## config.mk

```make
export PLATFORM = sky130hd
export DESIGN_NAME = bopt_bus_options
export DESIGN_NICKNAME = d
export VERILOG_FILES = /design/src/rtl/bopt_bus_options.v /design/src/rtl/bopt_pin_sync.v
export VERILOG_INCLUDE_DIRS = /design/src /design/src/rtl
export SDC_FILE = /design/constraint.sdc
export NUM_CORES = 1
export LEC_CHECK = 0
export ABC_AREA = 1
export ABC_CLOCK_PERIOD_IN_PS = 3900
export BUFFER_PORTS_ARGS = -buffer_cell sky130_fd_sc_hd__buf_2
export CAP_MARGIN = 0
export CORE_MARGIN = 5
export CORE_UTILIZATION = 35
export DETAILED_ROUTE_END_ITERATION = 7
export MAX_ROUTING_LAYER = met4
export PLACE_DENSITY_LB_ADDON = 0.05
export REMOVE_ABC_BUFFERS = 1
export SYNTH_ARGS = -nofsm -noshare
export SYNTH_HDL_FRONTEND = slang
export SYNTH_HIERARCHICAL = 1
export SYNTH_SLANG_ARGS = --single-unit
```

## constraint.sdc

```tcl
create_clock -name aclk -period 3.9 [get_ports aclk]
set_clock_uncertainty 0.1 [all_clocks]
set_input_delay 0.195 -clock aclk [delete_from_list [all_inputs] [get_ports aclk]]
set_output_delay 0.195 -clock aclk [all_outputs]
set_load 0.02 [all_outputs]
```

## src/rtl/bopt_defs.vh

```
/*
 * Constants for the bus capability options register block: bus map,
 * field positions, reset values and write masks.
 * Assumes inclusion by bare name from the rtl files only.
 */
`ifndef BOPT_DEFS_VH
`define BOPT_DEFS_VH

// byte address of the register and the decode width
`define BOPT_ADDR_W          8
`define BOPT_OPTIONS_OFFSET  8'h20

// field positions
`define BOPT_IRMC_BIT        31
`define BOPT_CMC_BIT         30
`define BOPT_ISC_BIT         29
`define BOPT_BMC_BIT         28
`define BOPT_PMC_BIT         27
`define BOPT_ACC_HI          23
`define BOPT_ACC_LO          16
`define BOPT_MAXREC_HI       15
`define BOPT_MAXREC_LO       12
`define BOPT_GEN_HI          7
`define BOPT_GEN_LO          6
`define BOPT_SPD_HI          2
`define BOPT_SPD_LO          0

// reset values and constants
`define BOPT_FLAG_RESET      1'b0
`define BOPT_ACC_RESET       8'h00
`define BOPT_MAXREC_RESET    4'hB
`define BOPT_MAXREC_MIN      4'h8
`define BOPT_GEN_RESET       2'h0
`define BOPT_LINK_SPEED      3'h3

// bits that software may change; everything else is reserved or constant
`define BOPT_WR_MASK         32'hF8FFF0C0

// bus responses
`define BOPT_RESP_OKAY       2'h0
`define BOPT_RESP_SLVERR     2'h2

`endif

```

## src/rtl/bopt_bus_options.v

```verilog
/*
 * Bus capability options register: one 32-bit word of node
 * capabilities, clock accuracy, max request code, generation counter
 * and a constant link speed, reached over an AXI4-Lite slave port.
 * Assumes the two pin resets are asynchronous active-low levels, and
 * that soft_reset, bus_reset, rom_changed and block write requests come
 * from logic on aclk as one-cycle pulses.
 * Limitation: software is trusted to keep the fields sane while the
 * link runs; nothing here is locked by link_active_enable.
 */
// Register access over AXI4-Lite and the register offsets were left to the implementer.
`timescale 1ns/100ps

`include "bopt_defs.vh"

// What this block does
// - four capability flags, bits 31-28, reset zero
// - power management flag bit 27, reset zero
// - reserved bits read zero, writes ignored
// - clock accuracy field bits 23-16, reset zero
// - max request code bits 15-12, at least 512
// - hardware reset loads 4096 code; soft keeps
// - oversize block write may get type error
// - generation counter bits 7-6 advances at bus reset after change
// - constant link speed code 3 in bits 2-0
// - pin resets restore max request default
// - register sits at byte offset 20h
// - reset word reads 0000 B003h
module bopt_bus_options (
    input  wire        aclk,
    input  wire        aresetn,
    // axi4-lite slave
    input  wire [7:0]  s_axi_awaddr,
    input  wire        s_axi_awvalid,
    output reg         s_axi_awready,
    input  wire [31:0] s_axi_wdata,
    input  wire [3:0]  s_axi_wstrb,
    input  wire        s_axi_wvalid,
    output reg         s_axi_wready,
    output reg  [1:0]  s_axi_bresp,
    output reg         s_axi_bvalid,
    input  wire        s_axi_bready,
    input  wire [7:0]  s_axi_araddr,
    input  wire        s_axi_arvalid,
    output reg         s_axi_arready,
    output reg  [31:0] s_axi_rdata,
    output reg  [1:0]  s_axi_rresp,
    output reg         s_axi_rvalid,
    input  wire        s_axi_rready,
    // resets beyond aresetn
    input  wire        express_fundamental_reset_n,
    input  wire        function_reset_input_n,
    input  wire        soft_reset,
    // link side events
    input  wire        link_active_enable,
    input  wire        bus_reset,
    input  wire        rom_changed,
    input  wire        blk_wr_req,
    input  wire [15:0] blk_wr_len,
    output reg         blk_wr_type_err,
    // field values to the link core
    output reg         irm_capable,
    output reg         cycle_master_capable,
    output reg         iso_capable,
    output reg         bus_manager_capable,
    output reg         power_mgmt_capable,
    output reg  [7:0]  cyc_clk_accuracy,
    output reg  [3:0]  max_request_code,
    output reg  [1:0]  generation
);

    ////////////////////////////////////////////////////////////////////////
    // pin reset synchronisers

    wire [1:0] pin_raw;
    wire [1:0] pin_level;

    assign pin_raw = {function_reset_input_n, express_fundamental_reset_n};

    genvar gi;
    generate
        for (gi = 0; gi < 2; gi = gi + 1) begin : g_pin
            bopt_pin_sync #(
                .RESET_LEVEL (1'b1)
            ) u_sync (
                .aclk    (aclk),
                .aresetn (aresetn),
                .pin_in  (pin_raw[gi]),
                .level_q (pin_level[gi])
            );
        end
    endgenerate

    wire maxrec_restore;

    // the pin path adds four to five edges each way; only the max
    // request code listens, every other field keeps its value
    // either pin low holds the max request code at its default
    assign maxrec_restore = ~(&pin_level);

    ////////////////////////////////////////////////////////////////////////
    // read view of the register

    wire [31:0] reg_word;

    assign reg_word = {irm_capable, cycle_master_capable, iso_capable,
                       bus_manager_capable, power_mgmt_capable,
                       3'h0,
                       cyc_clk_accuracy,
                       max_request_code,
                       4'h0,
                       generation,
                       3'h0,
                       `BOPT_LINK_SPEED};

    ////////////////////////////////////////////////////////////////////////
    // write channel capture

    reg        aw_held_q;
    reg [7:0]  awaddr_q;
    reg        w_held_q;
    reg [31:0] wdata_q;
    reg [3:0]  wstrb_q;

    wire aw_take;
    wire w_take;
    wire wr_fire;
    wire wr_hit;

    // awready and wready idle high; each drops at its own handshake and
    // stays low until the response is taken, so one write is in flight.
    // the register changes at the edge that raises bvalid
    assign aw_take = s_axi_awvalid & s_axi_awready;
    assign w_take  = s_axi_wvalid & s_axi_wready;
    assign wr_fire = aw_held_q & w_held_q & ~s_axi_bvalid;
    assign wr_hit  = ({awaddr_q[7:2], 2'h0} == `BOPT_OPTIONS_OFFSET);

    always @(posedge aclk) begin
        if (!aresetn) begin
            aw_held_q     <= 1'b0;
            awaddr_q      <= 8'h00;
            w_held_q      <= 1'b0;
            wdata_q       <= 32'h00000000;
            wstrb_q       <= 4'h0;
            s_axi_awready <= 1'b0;
            s_axi_wready  <= 1'b0;
            s_axi_bvalid  <= 1'b0;
            s_axi_bresp   <= `BOPT_RESP_OKAY;
        end else begin
            if (!aw_held_q && !s_axi_bvalid && !aw_take) begin
                s_axi_awready <= 1'b1;
            end
            if (!w_held_q && !s_axi_bvalid && !w_take) begin
                s_axi_wready <= 1'b1;
            end
            if (aw_take) begin
                aw_held_q     <= 1'b1;
                awaddr_q      <= s_axi_awaddr;
                s_axi_awready <= 1'b0;
            end
            if (w_take) begin
                w_held_q     <= 1'b1;
                wdata_q      <= s_axi_wdata;
                wstrb_q      <= s_axi_wstrb;
                s_axi_wready <= 1'b0;
            end
            if (wr_fire) begin
                aw_held_q    <= 1'b0;
                w_held_q     <= 1'b0;
                s_axi_bvalid <= 1'b1;
                s_axi_bresp  <= wr_hit ? `BOPT_RESP_OKAY : `BOPT_RESP_SLVERR;
            end
            if (s_axi_bvalid && s_axi_bready) begin
                s_axi_bvalid <= 1'b0;
            end
        end
    end

    ////////////////////////////////////////////////////////////////////////
    // write merge: byte enables and the writable mask together

    wire [31:0] byte_mask;
    wire [31:0] wr_mask;
    wire [31:0] merged;
    wire        reg_write;
    wire        maxrec_ok;

    assign byte_mask = {{8{wstrb_q[3]}}, {8{wstrb_q[2]}},
                        {8{wstrb_q[1]}}, {8{wstrb_q[0]}}};
    assign wr_mask   = byte_mask & `BOPT_WR_MASK;
    assign merged    = (reg_word & ~wr_mask) | (wdata_q & wr_mask);
    assign reg_write = wr_fire & wr_hit;

    // codes below 8 would advertise under 512 bytes; such a code is dropped, the other fields still take the write
    assign maxrec_ok = (merged[`BOPT_MAXREC_HI:`BOPT_MAXREC_LO] >=
                        `BOPT_MAXREC_MIN);

    ////////////////////////////////////////////////////////////////////////
    // field slices of the merged word; a lane that was not written carries
    // the field's present value through

    wire        wr_irm;
    wire        wr_cmc;
    wire        wr_isc;
    wire        wr_bmc;
    wire        wr_pmc;
    wire [7:0]  wr_acc;
    wire [3:0]  wr_code;
    wire [1:0]  wr_gen;

    assign wr_irm  = merged[`BOPT_IRMC_BIT];
    assign wr_cmc  = merged[`BOPT_CMC_BIT];
    assign wr_isc  = merged[`BOPT_ISC_BIT];
    assign wr_bmc  = merged[`BOPT_BMC_BIT];
    assign wr_pmc  = merged[`BOPT_PMC_BIT];
    assign wr_acc  = merged[`BOPT_ACC_HI:`BOPT_ACC_LO];
    assign wr_code = merged[`BOPT_MAXREC_HI:`BOPT_MAXREC_LO];
    assign wr_gen  = merged[`BOPT_GEN_HI:`BOPT_GEN_LO];

    ////////////////////////////////////////////////////////////////////////
    // capability flags and clock accuracy
    // software is trusted to have these valid before link_active_enable;
    // the block does not lock them while the link runs

    always @(posedge aclk) begin
        if (!aresetn || soft_reset) begin
            irm_capable          <= `BOPT_FLAG_RESET;
            cycle_master_capable <= `BOPT_FLAG_RESET;
            iso_capable          <= `BOPT_FLAG_RESET;
            bus_manager_capable  <= `BOPT_FLAG_RESET;
            power_mgmt_capable   <= `BOPT_FLAG_RESET;
            cyc_clk_accuracy     <= `BOPT_ACC_RESET;
        end else if (reg_write) begin
            irm_capable          <= wr_irm;
            cycle_master_capable <= wr_cmc;
            iso_capable          <= wr_isc;
            bus_manager_capable  <= wr_bmc;
            power_mgmt_capable   <= wr_pmc;
            cyc_clk_accuracy     <= wr_acc;
        end
    end

    ////////////////////////////////////////////////////////////////////////
    // max request code: soft reset deliberately absent here

    always @(posedge aclk) begin
        if (!aresetn || maxrec_restore) begin
            max_request_code <= `BOPT_MAXREC_RESET;
        end else if (reg_write && maxrec_ok) begin
            max_request_code <= wr_code;
        end
    end

    ////////////////////////////////////////////////////////////////////////
    // generation counter

    reg rom_dirty_q;

    wire dirty_now;

    // the dirty flag lasts until the next bus reset; a change and a bus reset in one
    // cycle advance the counter once and leave the flag clear
    // a change in the same cycle as the bus reset still counts
    assign dirty_now = rom_dirty_q | rom_changed;

    always @(posedge aclk) begin
        if (!aresetn || soft_reset) begin
            rom_dirty_q <= 1'b0;
        end else if (bus_reset) begin
            rom_dirty_q <= 1'b0;
        end else if (rom_changed) begin
            rom_dirty_q <= 1'b1;
        end
    end

    always @(posedge aclk) begin
        if (!aresetn || soft_reset) begin
            generation <= `BOPT_GEN_RESET;
        end else if (reg_write && wstrb_q[0]) begin
            // software write wins over a same-cycle advance
            generation <= wr_gen;
        end else if (bus_reset && dirty_now) begin
            generation <= generation + 2'h1;
        end
    end

    ////////////////////////////////////////////////////////////////////////
    // oversize block write check

    wire [16:0] max_rec_bytes;
    wire [4:0]  shift_amt;

    // code F gives 2^16, so the limit needs 17 bits to hold it; a length
    // equal to the limit is legal, only a longer one is flagged
    assign shift_amt     = {1'b0, max_request_code} + 5'h01;
    assign max_rec_bytes = 17'h00001 << shift_amt;

    always @(posedge aclk) begin
        if (!aresetn) begin
            blk_wr_type_err <= 1'b0;
        end else begin
            blk_wr_type_err <= blk_wr_req &&
                               ({1'b0, blk_wr_len} > max_rec_bytes);
        end
    end

    ////////////////////////////////////////////////////////////////////////
    // read channel

    wire ar_take;
    wire rd_hit;

    // reads need no wait state: rdata loads at the address edge, so a
    // write landing at that same edge shows only on the next read
    assign ar_take = s_axi_arvalid & s_axi_arready;
    assign rd_hit  = ({s_axi_araddr[7:2], 2'h0} == `BOPT_OPTIONS_OFFSET);

    always @(posedge aclk) begin
        if (!aresetn) begin
            s_axi_arready <= 1'b0;
            s_axi_rvalid  <= 1'b0;
            s_axi_rdata   <= 32'h00000000;
            s_axi_rresp   <= `BOPT_RESP_OKAY;
        end else begin
            if (!s_axi_rvalid && !ar_take) begin
                s_axi_arready <= 1'b1;
            end
            if (ar_take) begin
                s_axi_arready <= 1'b0;
                s_axi_rvalid  <= 1'b1;
                s_axi_rdata   <= rd_hit ? reg_word : 32'h00000000;
                s_axi_rresp   <= rd_hit ? `BOPT_RESP_OKAY : `BOPT_RESP_SLVERR;
            end
            if (s_axi_rvalid && s_axi_rready) begin
                s_axi_rvalid <= 1'b0;
            end
        end
    end

    // link_active_enable is informational only here; locking the fields
    // while the link runs would refuse writes that software is trusted with
    wire unused_link;
    assign unused_link = link_active_enable;

endmodule // bopt_bus_options

```

## src/rtl/bopt_pin_sync.v

```verilog
/*
 * Three-stage synchroniser for one asynchronous pin.
 * Assumes the pin is quasi-static; the output moves only once the
 * second and third stages agree, so a one-stage glitch is dropped.
 */
`timescale 1ns/100ps

module bopt_pin_sync #(
    parameter RESET_LEVEL = 1'b1
) (
    input  wire aclk,
    input  wire aresetn,
    input  wire pin_in,
    output reg  level_q
);

    reg s1_q;
    reg s2_q;
    reg s3_q;

    // s1_q feeds s2_q only, to keep metastability out of any logic
    always @(posedge aclk) begin
        if (!aresetn) begin
            s1_q    <= RESET_LEVEL;
            s2_q    <= RESET_LEVEL;
            s3_q    <= RESET_LEVEL;
            level_q <= RESET_LEVEL;
        end else begin
            s1_q <= pin_in;
            s2_q <= s1_q;
            s3_q <= s2_q;
            if (s2_q == s3_q) begin
                level_q <= s3_q;
            end
        end
    end

endmodule // bopt_pin_sync

```

Word-level counts from Yosys, hierarchy flattened
Cells that the tools add are included.

Equality and inequality tests: 4. Add/sub/neg operators: 2. Shift-type cells: 1. Bitwise operators: 14. Reduce and logical (&&, ||, !) cells: 30. Order comparisons: 2. Mux-type cells: 5.

Operator list (number): $and 32x32->32 (2); $mux 32 (1); $not 32->32 (1); $or 32x32->32 (1); $gt 16x17->1 (1); $shl 1x5->17 const A (1); $reduce_or 2->1 (7); $eq 6x4->1 const B (2); $logic_and 1x1->1 (11); $logic_not 1->1 (8); $mux 2 (4); $and 1x1->1 (6); $add 4x1->5 const B (1); $ge 4x4->1 const B (1); $not 1->1 (3); $add 2x1->2 const B (1); $eq 1x1->1 (2); $logic_or 1x1->1 (2); $reduce_and 2->1 (1); $reduce_bool 2->1 (1); $or 1x1->1 (1).

Bits of input ports: 82. Word-level logic and storage cells: 89. Output and inout port bits: 61. Flip-flop bits (word level): 116.

Depth between registers and ports, before layout
Gate-level depths: netlist (run 1).

Depth after elaboration: 5. Depth in mapped cells: 13. Depth with buffers taken out: 13.

By module
Netlist (run 1), hierarchy kept.

By module, submodules not included: bopt_bus_options (times used 1, seq. area each 1581.5 µm², area an instance 3492.1 µm², cells each 476); bopt_pin_sync (times used 2, seq. area each 80.1 µm², area an instance 133.9 µm², cells each 17).

Worst setup path before layout (run 1)
Ideal clock, no wire load.

Path type: register to register. From: register max_request_code[3]. To: register blk_wr_type_err. Path buffers: 1. Cell stages (with the launch flop): 13. Arrival: 1.710 ns. Setup slack: 1.973 ns. Required time: 3.683 ns. Path through: dfxtp_1 > clkbuf_1 > clkinv_1 > nand2_1 > ha_1 > nand2_1 > inv_1 > nand2_1 > nand2_1 > nand2_1 > nand3_1 > nand2_1 > a21oi_1.

Word-level cells in the longest chain between the ends: 4.

Ends and longest elaborated chain: start, declared (line bopt_bus_options.v:68) `output reg [3:0] max_request_code,`; start signal, assigned (line bopt_bus_options.v:248) `` max_request_code <= `BOPT_MAXREC_RESET; ``; start signal, assigned (line bopt_bus_options.v:250) `max_request_code <= wr_code;`; $add 4x1->5 (line bopt_bus_options.v:295) `assign shift_amt = {1'b0, max_request_code} + 5'h01;`; $shl 1x5->17 (line bopt_bus_options.v:296) `assign max_rec_bytes = 17'h00001 << shift_amt;`; $gt 16x17->1 (line bopt_bus_options.v:303) `({1'b0, blk_wr_len} > max_rec_bytes);`; $logic_and 1x1->1 (line bopt_bus_options.v:302) `blk_wr_type_err <= blk_wr_req &&`; end signal, assigned (line bopt_bus_options.v:302); end, declared (line bopt_bus_options.v:60) `output reg blk_wr_type_err,`.

No other way between the ends. A chain may end at the register's enable or synchronous reset.

Final worst setup path (run 1)
From: register s_axi_arready. To: register s_axi_rdata[12].

Word-level cells in the longest chain between the ends: 1.

Ends and longest elaborated chain: start, declared (line bopt_bus_options.v:45) `output reg s_axi_arready,`; start signal, assigned (line bopt_bus_options.v:320) `s_axi_arready <= 1'b0;`; start signal, assigned (line bopt_bus_options.v:326) `s_axi_arready <= 1'b1;`; start signal, assigned (line bopt_bus_options.v:329) `s_axi_arready <= 1'b0;`; $and 1x1->1 (line bopt_bus_options.v:315) `assign ar_take = s_axi_arvalid & s_axi_arready;`; end signal, assigned (line bopt_bus_options.v:331) `s_axi_rdata <= rd_hit ? reg_word : 32'h00000000;`; end, declared (line bopt_bus_options.v:46) `output reg [31:0] s_axi_rdata,`.

No other way between the ends.

==> results of run 1 <==
[area by class of cell]
class                           count  area, um2  share of cell area [%]
Clock buffer                       10      137.6                   2.848
Clock inverter                      5      63.81                   1.320
Inverter                           40      150.1                   3.106
Multi-Input combinational cell    362       1717                   35.52
Sequential cell                    87       1742                   36.03
Tap cell                          136      170.2                   3.521
Timing Repair Buffer              141      853.3                   17.65
[path summary, 6_finish.rpt]
| kind | depth (start not counted) | from | slack, ps | end |
|---|---|---|---|---|
| min reg2reg | 2 | g_pin[0].u_sync/s1_q | 320 | g_pin[0].u_sync/s2_q |
| min | 3 | s_axi_wdata[13] | 10 | wdata_q[13] |
| max | 4 | s_axi_arready | 1640 | s_axi_rdata[12] |
| max reg2reg | 4 | s_axi_arready | 1640 | s_axi_rdata[12] |
[synthesized netlist by cell type (all sizes together)]
cell	instances
nand3b	1
o21bai	1
clkbuf	12
nand2	113
o21ai	40
clkinv	1
a211oi	1
conb	1
a21o	1
ha	16
nand3	41
o211ai	1
a21oi	33
and3	1
nor2	93
nor3	3
nand4	2
inv	39
buf	22
dfxtp	87
xor2	1
[cells by family (layout without fill, tap and decap cells)]
kind of cell	Yosys count	in the layout	share of synthesized area [%]
other	1	14	0.09974
AND/OR/NAND/NOR	254	254	28.19
XOR/XNOR	1	1	0.2330
buffers and inverters	74	196	9.318
adder cells (fa/ha/maj)	16	16	5.324
AO/OA/AOI/OAI	77	77	10.52
flip-flops	87	87	46.32
[through the flow]
stage	std cells	total power, mW	hold WS (ps)
after floorplan	489	1.062	163.7
after global placement	737	1.131	274.1
final	781	1.785	11.49
after CTS	781	1.812	0.8845
after detailed placement	737	1.135	274.9
after global routing	781	1.878	31.69
[power groups by stage]
stage	logic [mW]	clock network [mW]	registers (mW)
after CTS	0.195	0.675	0.942
after detailed placement	0.173	0	0.962
after floorplan	0.0952	0	0.966
final	0.193	0.651	0.941
after global routing	0.223	0.708	0.947
after global placement	0.169	0	0.961
[metal layers]
layer  GRT usage [%]  part of all wire, %  up-vias
met1           21.24                   49     1519
met2           23.01                   44       81
met5               -                    0        -
met4           4.006                  1.2        0
met3           3.554                  5.1        7
li1                -                    -     1866
[cell usage in the layout, fill, tap and decap left out, types with 2 or more instances in the layout]
cell type and count:
buf_2 111, nand2_1 108, dfxtp_1 87, nor2_1 86
nand3_1 41, o21ai_0 35, inv_1 33, a21oi_1 33
dlygate4sd3_1 29, ha_1 16, conb_1 14, clkbuf_8 10
inv_2 6, nor2_2 6, o21ai_1 5, nand2_2 4
nor3_1 3, inv_6 3, nand4_1 2
[worst min-delay path, delay by kind of cell]
| family | cells | cell delay (ps) |
|---|---|---|
| AOI/OAI and AO/OA | 1 | 80 |
| and+or+nand+nor | 1 | 80 |
| buffers and inverters | 1 | 80 |
==> impl_metrics.tcl, run 1 <==
set metrics [dict create \
    maxCapViolCount 0 \
    critPathBufInv 0 \
    path_class "flop to flop" \
    power_switching_share_pct 25.99 \
    die_w_um 113.6 \
    power_density_nw_per_um2 369.3 \
    setup_slack_ps 1643 \
    crit_chain "nand2_1 -> nor2_2 -> nand2_1 -> o21ai_1" \
    yosys_register_bits 87 \
    crit_required_ps 4080 \
    num_io_pins 143 \
    final_nets 739 \
    coreArea_um2 10420 \
    crit_slowest_cell "nor2_2" \
    preCtsSetupSlack_ps 1618 \
    cts-root-buf "clkbuf_8" \
    cts_num_sinks 87 \
    drt_wl_total_um 9534 \
    fill_cells 1097 \
    p_int_mw 1.321 \
    cts_resized 0 \
    die-area_um2 12920 \
    path_clk_slew_ps 90 \
    h-tree-depth 3 \
    slowest_delay_ps 770 \
    path_delay_family "simple AND/OR/NAND/NOR gates" \
    vdd_drop_max_mv 0.1540 \
    rsz0062_at_grt "false" \
    drc_errors 0 \
    synth_cells 510 \
    viasPerCell 4.447 \
    hold_violations 0 \
    numCtsBuffers 9 \
    slew_headroom_pct 41.71 \
    cts_tree "done" \
    synthesis.area_um2 3760 \
    drtAntennaViolNets 0 \
    power_switching_mw 0.4639 \
    cts_setup_buffers 0 \
    clockBufferDepth 2 \
    start_util_pct 36.10 \
    routedWlPerCell_um 12.21 \
    row_count 37 \
    insertion_delay_ps 360 \
    synthTopCellsByArea "dfxtp_1 (46%), nand2_1 (11%), nor2_1 (8.6%)" \
    final-max-slew-violation-count 0 \
    endpoint_kind "flop" \
    syn_to_final_growth_pct 28.55 \
    ys_warn_count 6 \
    p_seq_share_pct 52.7 \
    cp_data_arrival_time_ps 2430 \
    combPwrFrac_pct 10.8 \
    grt_pass1_wl_um 15700 \
    leakage_nw 2.329 \
    cts-hold-fix-buffers 29 \
    final_area_um2 4833 \
    post_route_cells_drive_above_1_share_pct 22.48 \
    first_pass_iters 4 \
    antenna_found_initial 0 \
    min_period_ps 2257 \
    place_hpwl_um 7019 \
    syn_area_per_cell_um2 7.372 \
    first_iter_violations 134 \
    clock_power_share_pct 36.5 \
    setup_violations 0 \
    seq_area_frac_synth_pct 46.32 \
    grt-ovfl-total 0 \
    grt_max_degree 33 \
    final_util_pct 46.40 \
    die_h_um 113.6 \
    status "completed" \
    synth_top_area_share_pct 46.32 \
    n_antenna_cell 0 \
    vias 3473 \
    start_kind "flop" \
    numPortBuffers 111 \
    grt_pass1_vias 3248 \
    track_usage_pct 15.48 \
    gp_congestion 0.7905 \
    hp-class "input port to flop" \
    crit_top_cell "nand2_1" \
    crit_fanout 22 \
    placed_cell_area_um2 4342 \
    period_share_pct 57.88 \
    max_slew.worst_pin.slew_ps 873.4 \
    timing.setup.tns_ps 0 \
    max_freq_mhz 443.0 \
    yosys.area.top_type "dfxtp_1" \
    synth.distinct_cells 30 \
]
Note: power is estimated with default switching activity, not from simulation.
==> run 2: changes to the inputs <==
--- a/config.mk
+++ b/config.mk
@@ -7,7 +7,7 @@
 export NUM_CORES = 1
 export LEC_CHECK = 0
 export ABC_AREA = 1
-export ABC_CLOCK_PERIOD_IN_PS = 3900
+export ABC_CLOCK_PERIOD_IN_PS = 2000
 export BUFFER_PORTS_ARGS = -buffer_cell sky130_fd_sc_hd__buf_2
 export CAP_MARGIN = 0
 export CORE_MARGIN = 5
==> constraint.sdc (replaced) <==
create_clock -name aclk -period 2 [get_ports aclk]
set_clock_uncertainty 0.1 [all_clocks]
set_input_delay 0.1 -clock aclk [delete_from_list [all_inputs] [get_ports aclk]]
set_output_delay 0.1 -clock aclk [all_outputs]
set_load 0.02 [all_outputs]
==> run 2 against run 1 <==
Power grew 98%. Global-route usage up 0.13 points. Register-to-register slack got worse by 1400 ps. First-iteration DRC count grew 20%. Sequential power up 96%. Final area is 2.8% higher. Combinational power increased by 100%. Critical path depth grew 6. Worst hold slack worse by 1.2 ps. Flip-flop and latch count unchanged. Count of clock-buffer cells in the layout unchanged.
==> impl_metrics.tcl, run 2 (synthesis results as in run 1) <==
set metrics [dict create \
    grt_max_degree 33 \
    die_h_um 113.6 \
    antenna_found_initial 0 \
    cts_setup_buffers 0 \
    path_clk_slew_ps 90 \
    clockBufferDepth 2 \
    start_util_pct 36.10 \
    min_period_ps 1785 \
    vias 3471 \
    track_usage_pct 15.61 \
    first_iter_violations 161 \
    grt_pass1_vias 3439 \
    max_freq_mhz 560.2 \
    fill_cells 1095 \
    final_nets 753 \
    setup_violations 0 \
    drt_wl_total_um 9521 \
    n_antenna_cell 0 \
    grt_pass1_wl_um 16150 \
    final_cell_mix "buf_2 (111), nand2_1 (108), dfxtp_1 (87)" \
    cp_data_arrival_time_ps 1960 \
    status "completed" \
    crit_top_cell "nand2_1" \
    h-tree-depth 3 \
    timing.setup.tns_ps 0 \
    crit_required_ps 2180 \
    cts_num_sinks 87 \
    coreArea_um2 10420 \
    numPortBuffers 111 \
    row_count 37 \
    place_hpwl_um 7166 \
    syn_to_final_growth_pct 32.21 \
    insertion_delay_ps 350 \
    viasPerCell 4.366 \
    crit_chain "inv_2 -> nor2_1 -> nand2_1 -> ha_1 -> nand2_1 -> nor2_2 -> nand3b_1 -> nand3_1 -> nand2_1 -> a21oi_1" \
    period_share_pct 89.25 \
    post_route_cells_drive_above_1_share_pct 22.91 \
    routedWlPerCell_um 11.98 \
    path_class "flop to flop" \
    hp-class "input port to flop" \
    cts-root-buf "clkbuf_8" \
    slowest_delay_ps 430 \
    num_io_pins 143 \
    first_pass_iters 4 \
    crit_slowest_cell "dfxtp_1" \
    vdd_drop_max_mv 0.4192 \
    drtAntennaViolNets 0 \
    cts_tree "done" \
    final_common_cell "buf_2" \
    start_kind "flop" \
    numCtsBuffers 9 \
    critPathBufInv 1 \
    final-max-slew-violation-count 0 \
    hold_start "s_axi_araddr[6]" \
    drc_errors 0 \
    die-area_um2 12920 \
    endpoint_kind "flop" \
    crit_fanout 6 \
    hold_violations 0 \
    die_w_um 113.6 \
    maxCapViolCount 0 \
    final_util_pct 47.72 \
    gp_congestion 0.7720 \
    path_delay_family "simple AND/OR/NAND/NOR gates" \
    grt-ovfl-total 0 \
    leakage_nw 2.390 \
    power_density_nw_per_um2 710.9 \
]
run 2: changes by cell type in the layout (fill, tap and decap cells not counted), sizes merged:
cell,change
clkinvlp,+1
clkinv,+1
buf,+6
bufinv,+1
inv,-3
dlygate4sd3,+8
run 2: area by class of cell:
type,instances,area [um2],share of cell area (%)
timing repair buffer,155,978.4,19.68
clock buffer,10,127.6,2.567
sequential,87,1742,35.04
inverter,40,150.1,3.020
clock inverter,5,83.83,1.686
multi-input combinational,362,1719,34.58
tap,136,170.2,3.423
run 2: per-stage QoR:
step	hold slack [ps]	worst slack [ps]	cells	power [mW]	cell area [um2]
after floorplan	68.65	162.9	489	2.070	3608
after global placement	183.1	236.3	743	2.210	4387
after detailed placement	180.2	193.6	743	2.219	4387
after CTS	10.75	171.3	795	3.593	4969
after global routing	60.06	-4.961	795	3.711	4971
final	10.25	215.0	795	3.534	4971
run 2: worst min-delay path: cells and delay by family:
family | cells | cell delay (ps)
buf+inv | 1 | 70
simple gates | 4 | 250
run 2: per-layer routing:
metal  global-route usage [%]  wire length, um  vias to the layer above
met1                    20.20             4603                     1492
met4                    4.487              121                        0
met5                        -                0                        -
met2                    24.66             4300                       75
met3                    3.289              495                       11
li1                         -                -                     1893
run 2: worst paths after layout:
kind,to,slack (ps),cells past startpoint
hold / removal,s_axi_rresp[1],10,5
hold reg to reg,g_pin[1].u_sync/s2_q,310,2
setup / recovery,blk_wr_type_err,220,10
setup reg to reg,blk_wr_type_err,220,10
run 2: repair_timing:
action,in CTS,in global routing
setup endpoints to repair,0,1
resized for setup,0,1
hold buffers,37,0
endpoints found under the hold margin,37,0
run 2: where the power goes:
group / internal (mW) / switching (mW)
clock network: 0.699 / 0.607
logic: 0.176 / 0.216
registers: 1.80 / 0.0395
==> run 3: changes to the inputs <==
--- a/config.mk
+++ b/config.mk
@@ -9,12 +9,13 @@
 export ABC_AREA = 1
 export ABC_CLOCK_PERIOD_IN_PS = 2000
 export BUFFER_PORTS_ARGS = -buffer_cell sky130_fd_sc_hd__buf_2
-export CAP_MARGIN = 0
+export CAP_MARGIN = 10
 export CORE_MARGIN = 5
 export CORE_UTILIZATION = 35
 export DETAILED_ROUTE_END_ITERATION = 7
 export MAX_ROUTING_LAYER = met4
 export PLACE_DENSITY_LB_ADDON = 0.05
+export RECOVER_POWER = 100
 export REMOVE_ABC_BUFFERS = 1
 export SYNTH_ARGS = -nofsm -noshare
 export SYNTH_HDL_FRONTEND = slang
==> run 3 against run 2 <==
Critical path type unchanged. Worst hold slack gained 19 ps. Routed wire length rose by 0.59%. Sequential power about the same. Worst setup slack about the same. First-iteration DRC count decreased by 6.2%. Maximum frequency about the same. Count of clock-buffer cells in the layout stayed put. Die area did not move. Final cell count did not move. Critical endpoint unchanged. Core utilization is 0.92 points lower. Global-route usage unchanged.
==> impl_metrics.tcl, run 3 (synthesis results as in run 1) <==
set metrics [dict create \
    grt_pass1_vias 3439 \
    worst-r2r-cell-count 10 \
    hold_end "s_axi_rresp[1]" \
    endpoint_kind "flop" \
    clockBufferDepth 2 \
    hold_path_depth 5 \
    layout.cells.non_filler 795 \
    numCtsBuffers 9 \
    vias 3481 \
    grt_max_degree 33 \
    coreArea_um2 10420 \
    hold_ws_ps 29.38 \
    setup_slack_ps 214.9 \
    min_period_ps 1785 \
    dp_cells 743 \
    crit_fanout 6 \
    start_util_pct 36.10 \
    viasPerCell 4.379 \
    final_cell_mix "nand2_1 (112), nor2_1 (90), dfxtp_1 (87)" \
    finalPower_mw 3.527 \
    power_density_nw_per_um2 723.5 \
    max_slew.worst_pin.slew_ps 895.2 \
    drc_errors 0 \
    path_class "flop to flop" \
    regToRegSetupSlack_ps 210 \
    timing.setup.tns_ps 0 \
    max_freq_mhz 560.2 \
    cts_num_sinks 87 \
    routedWlPerCell_um 12.05 \
    first_iter_violations 151 \
    grt-ovfl-total 0 \
    period_share_pct 89.25 \
    h-tree-depth 3 \
    die_h_um 113.6 \
    placed_cell_area_um2 4387 \
    row_count 37 \
    final-max-slew-violation-count 0 \
    preCtsSetupSlack_ps 193.6 \
    drt_wl_total_um 9577 \
    setup_violations 0 \
    hold_violations 0 \
    vdd_drop_max_mv 0.4192 \
    grt_pass1_wl_um 16150 \
    numPortBuffers 111 \
    cp_data_arrival_time_ps 1960 \
    cts-root-buf "clkbuf_8" \
    drtAntennaViolNets 0 \
    leakage_nw 2.173 \
    final_common_cell "nand2_1" \
    num_io_pins 143 \
    final_util_pct 46.80 \
    cts_tree "done" \
    final_area_um2 4875 \
    die-area_um2 12920 \
    status "completed" \
    start_kind "flop" \
    crit_required_ps 2180 \
    syn_to_final_growth_pct 29.65 \
    gp_congestion 0.7720 \
    die_w_um 113.6 \
    n_antenna_cell 0 \
    r2r_end "blk_wr_type_err" \
    antenna_found_initial 0 \
    hp-class "input port to flop" \
    post_route_cells_drive_above_1_share_pct 13.81 \
    first_pass_iters 4 \
    track_usage_pct 15.61 \
    insertion_delay_ps 350 \
    maxCapViolCount 0 \
    path_clk_slew_ps 90 \
    slew_headroom_pct 40.32 \
    hold_start "s_axi_araddr[6]" \
    place_hpwl_um 7166 \
    final_nets 753 \
]
## run 3: worst max-delay path, stage by stage, from the launching register on
cell and delay, ps:
dfxtp_1 430, inv_2 100, nor2_1 150, nand2_1 70
ha_1 290, nand2_1 80, nor2_2 170, nand3b_1 90
nand3_1 90, nand2_1 50, a21oi_1 110
## run 3: where the power goes
group          leakage, nW  internal, mW  switching (mW)
Combinational         1.37         0.171           0.214
Sequential           0.709          1.80          0.0396
Clock               0.0986         0.699           0.607
## run 3: how the worst max path moves through the flow
stage / endpoint / slack (ps) / from
6_report: blk_wr_type_err / 210 / flop
5_1_grt: blk_wr_type_err / -5 / flop
4_1_cts: blk_wr_type_err / 170 / flop
3_5_place_dp: blk_wr_type_err / 190 / flop
3_3_place_gp: blk_wr_type_err / 240 / flop
2_1_floorplan: blk_wr_type_err / 160 / max_request_code[3]
## run 3: cell type report
type / count / area, um2
Inverter: 40 / 150.1
Fill cell: 1125 / 5542
Clock buffer: 10 / 127.6
Timing Repair Buffer: 155 / 914.6
Tap cell: 136 / 170.2
Multi-Input combinational cell: 362 / 1687
Sequential cell: 87 / 1742
Clock inverter: 5 / 83.83
## run 3: per-layer routing
metal,up-vias,share of wire [%],track usage [%]
met5,-,0,-
met4,0,1.6,4.487
met3,13,5.5,3.289
met2,85,44,24.66
met1,1493,49,20.20
li1,1890,-,-
## run 3: timing repair
action                                  4_1_cts  5_1_grt
hold buffers                                 37        0
buffers inserted                              0        0
endpoints found under the hold margin        37        0
endpoints found under the setup margin        0        1
gates resized for setup                       0        1
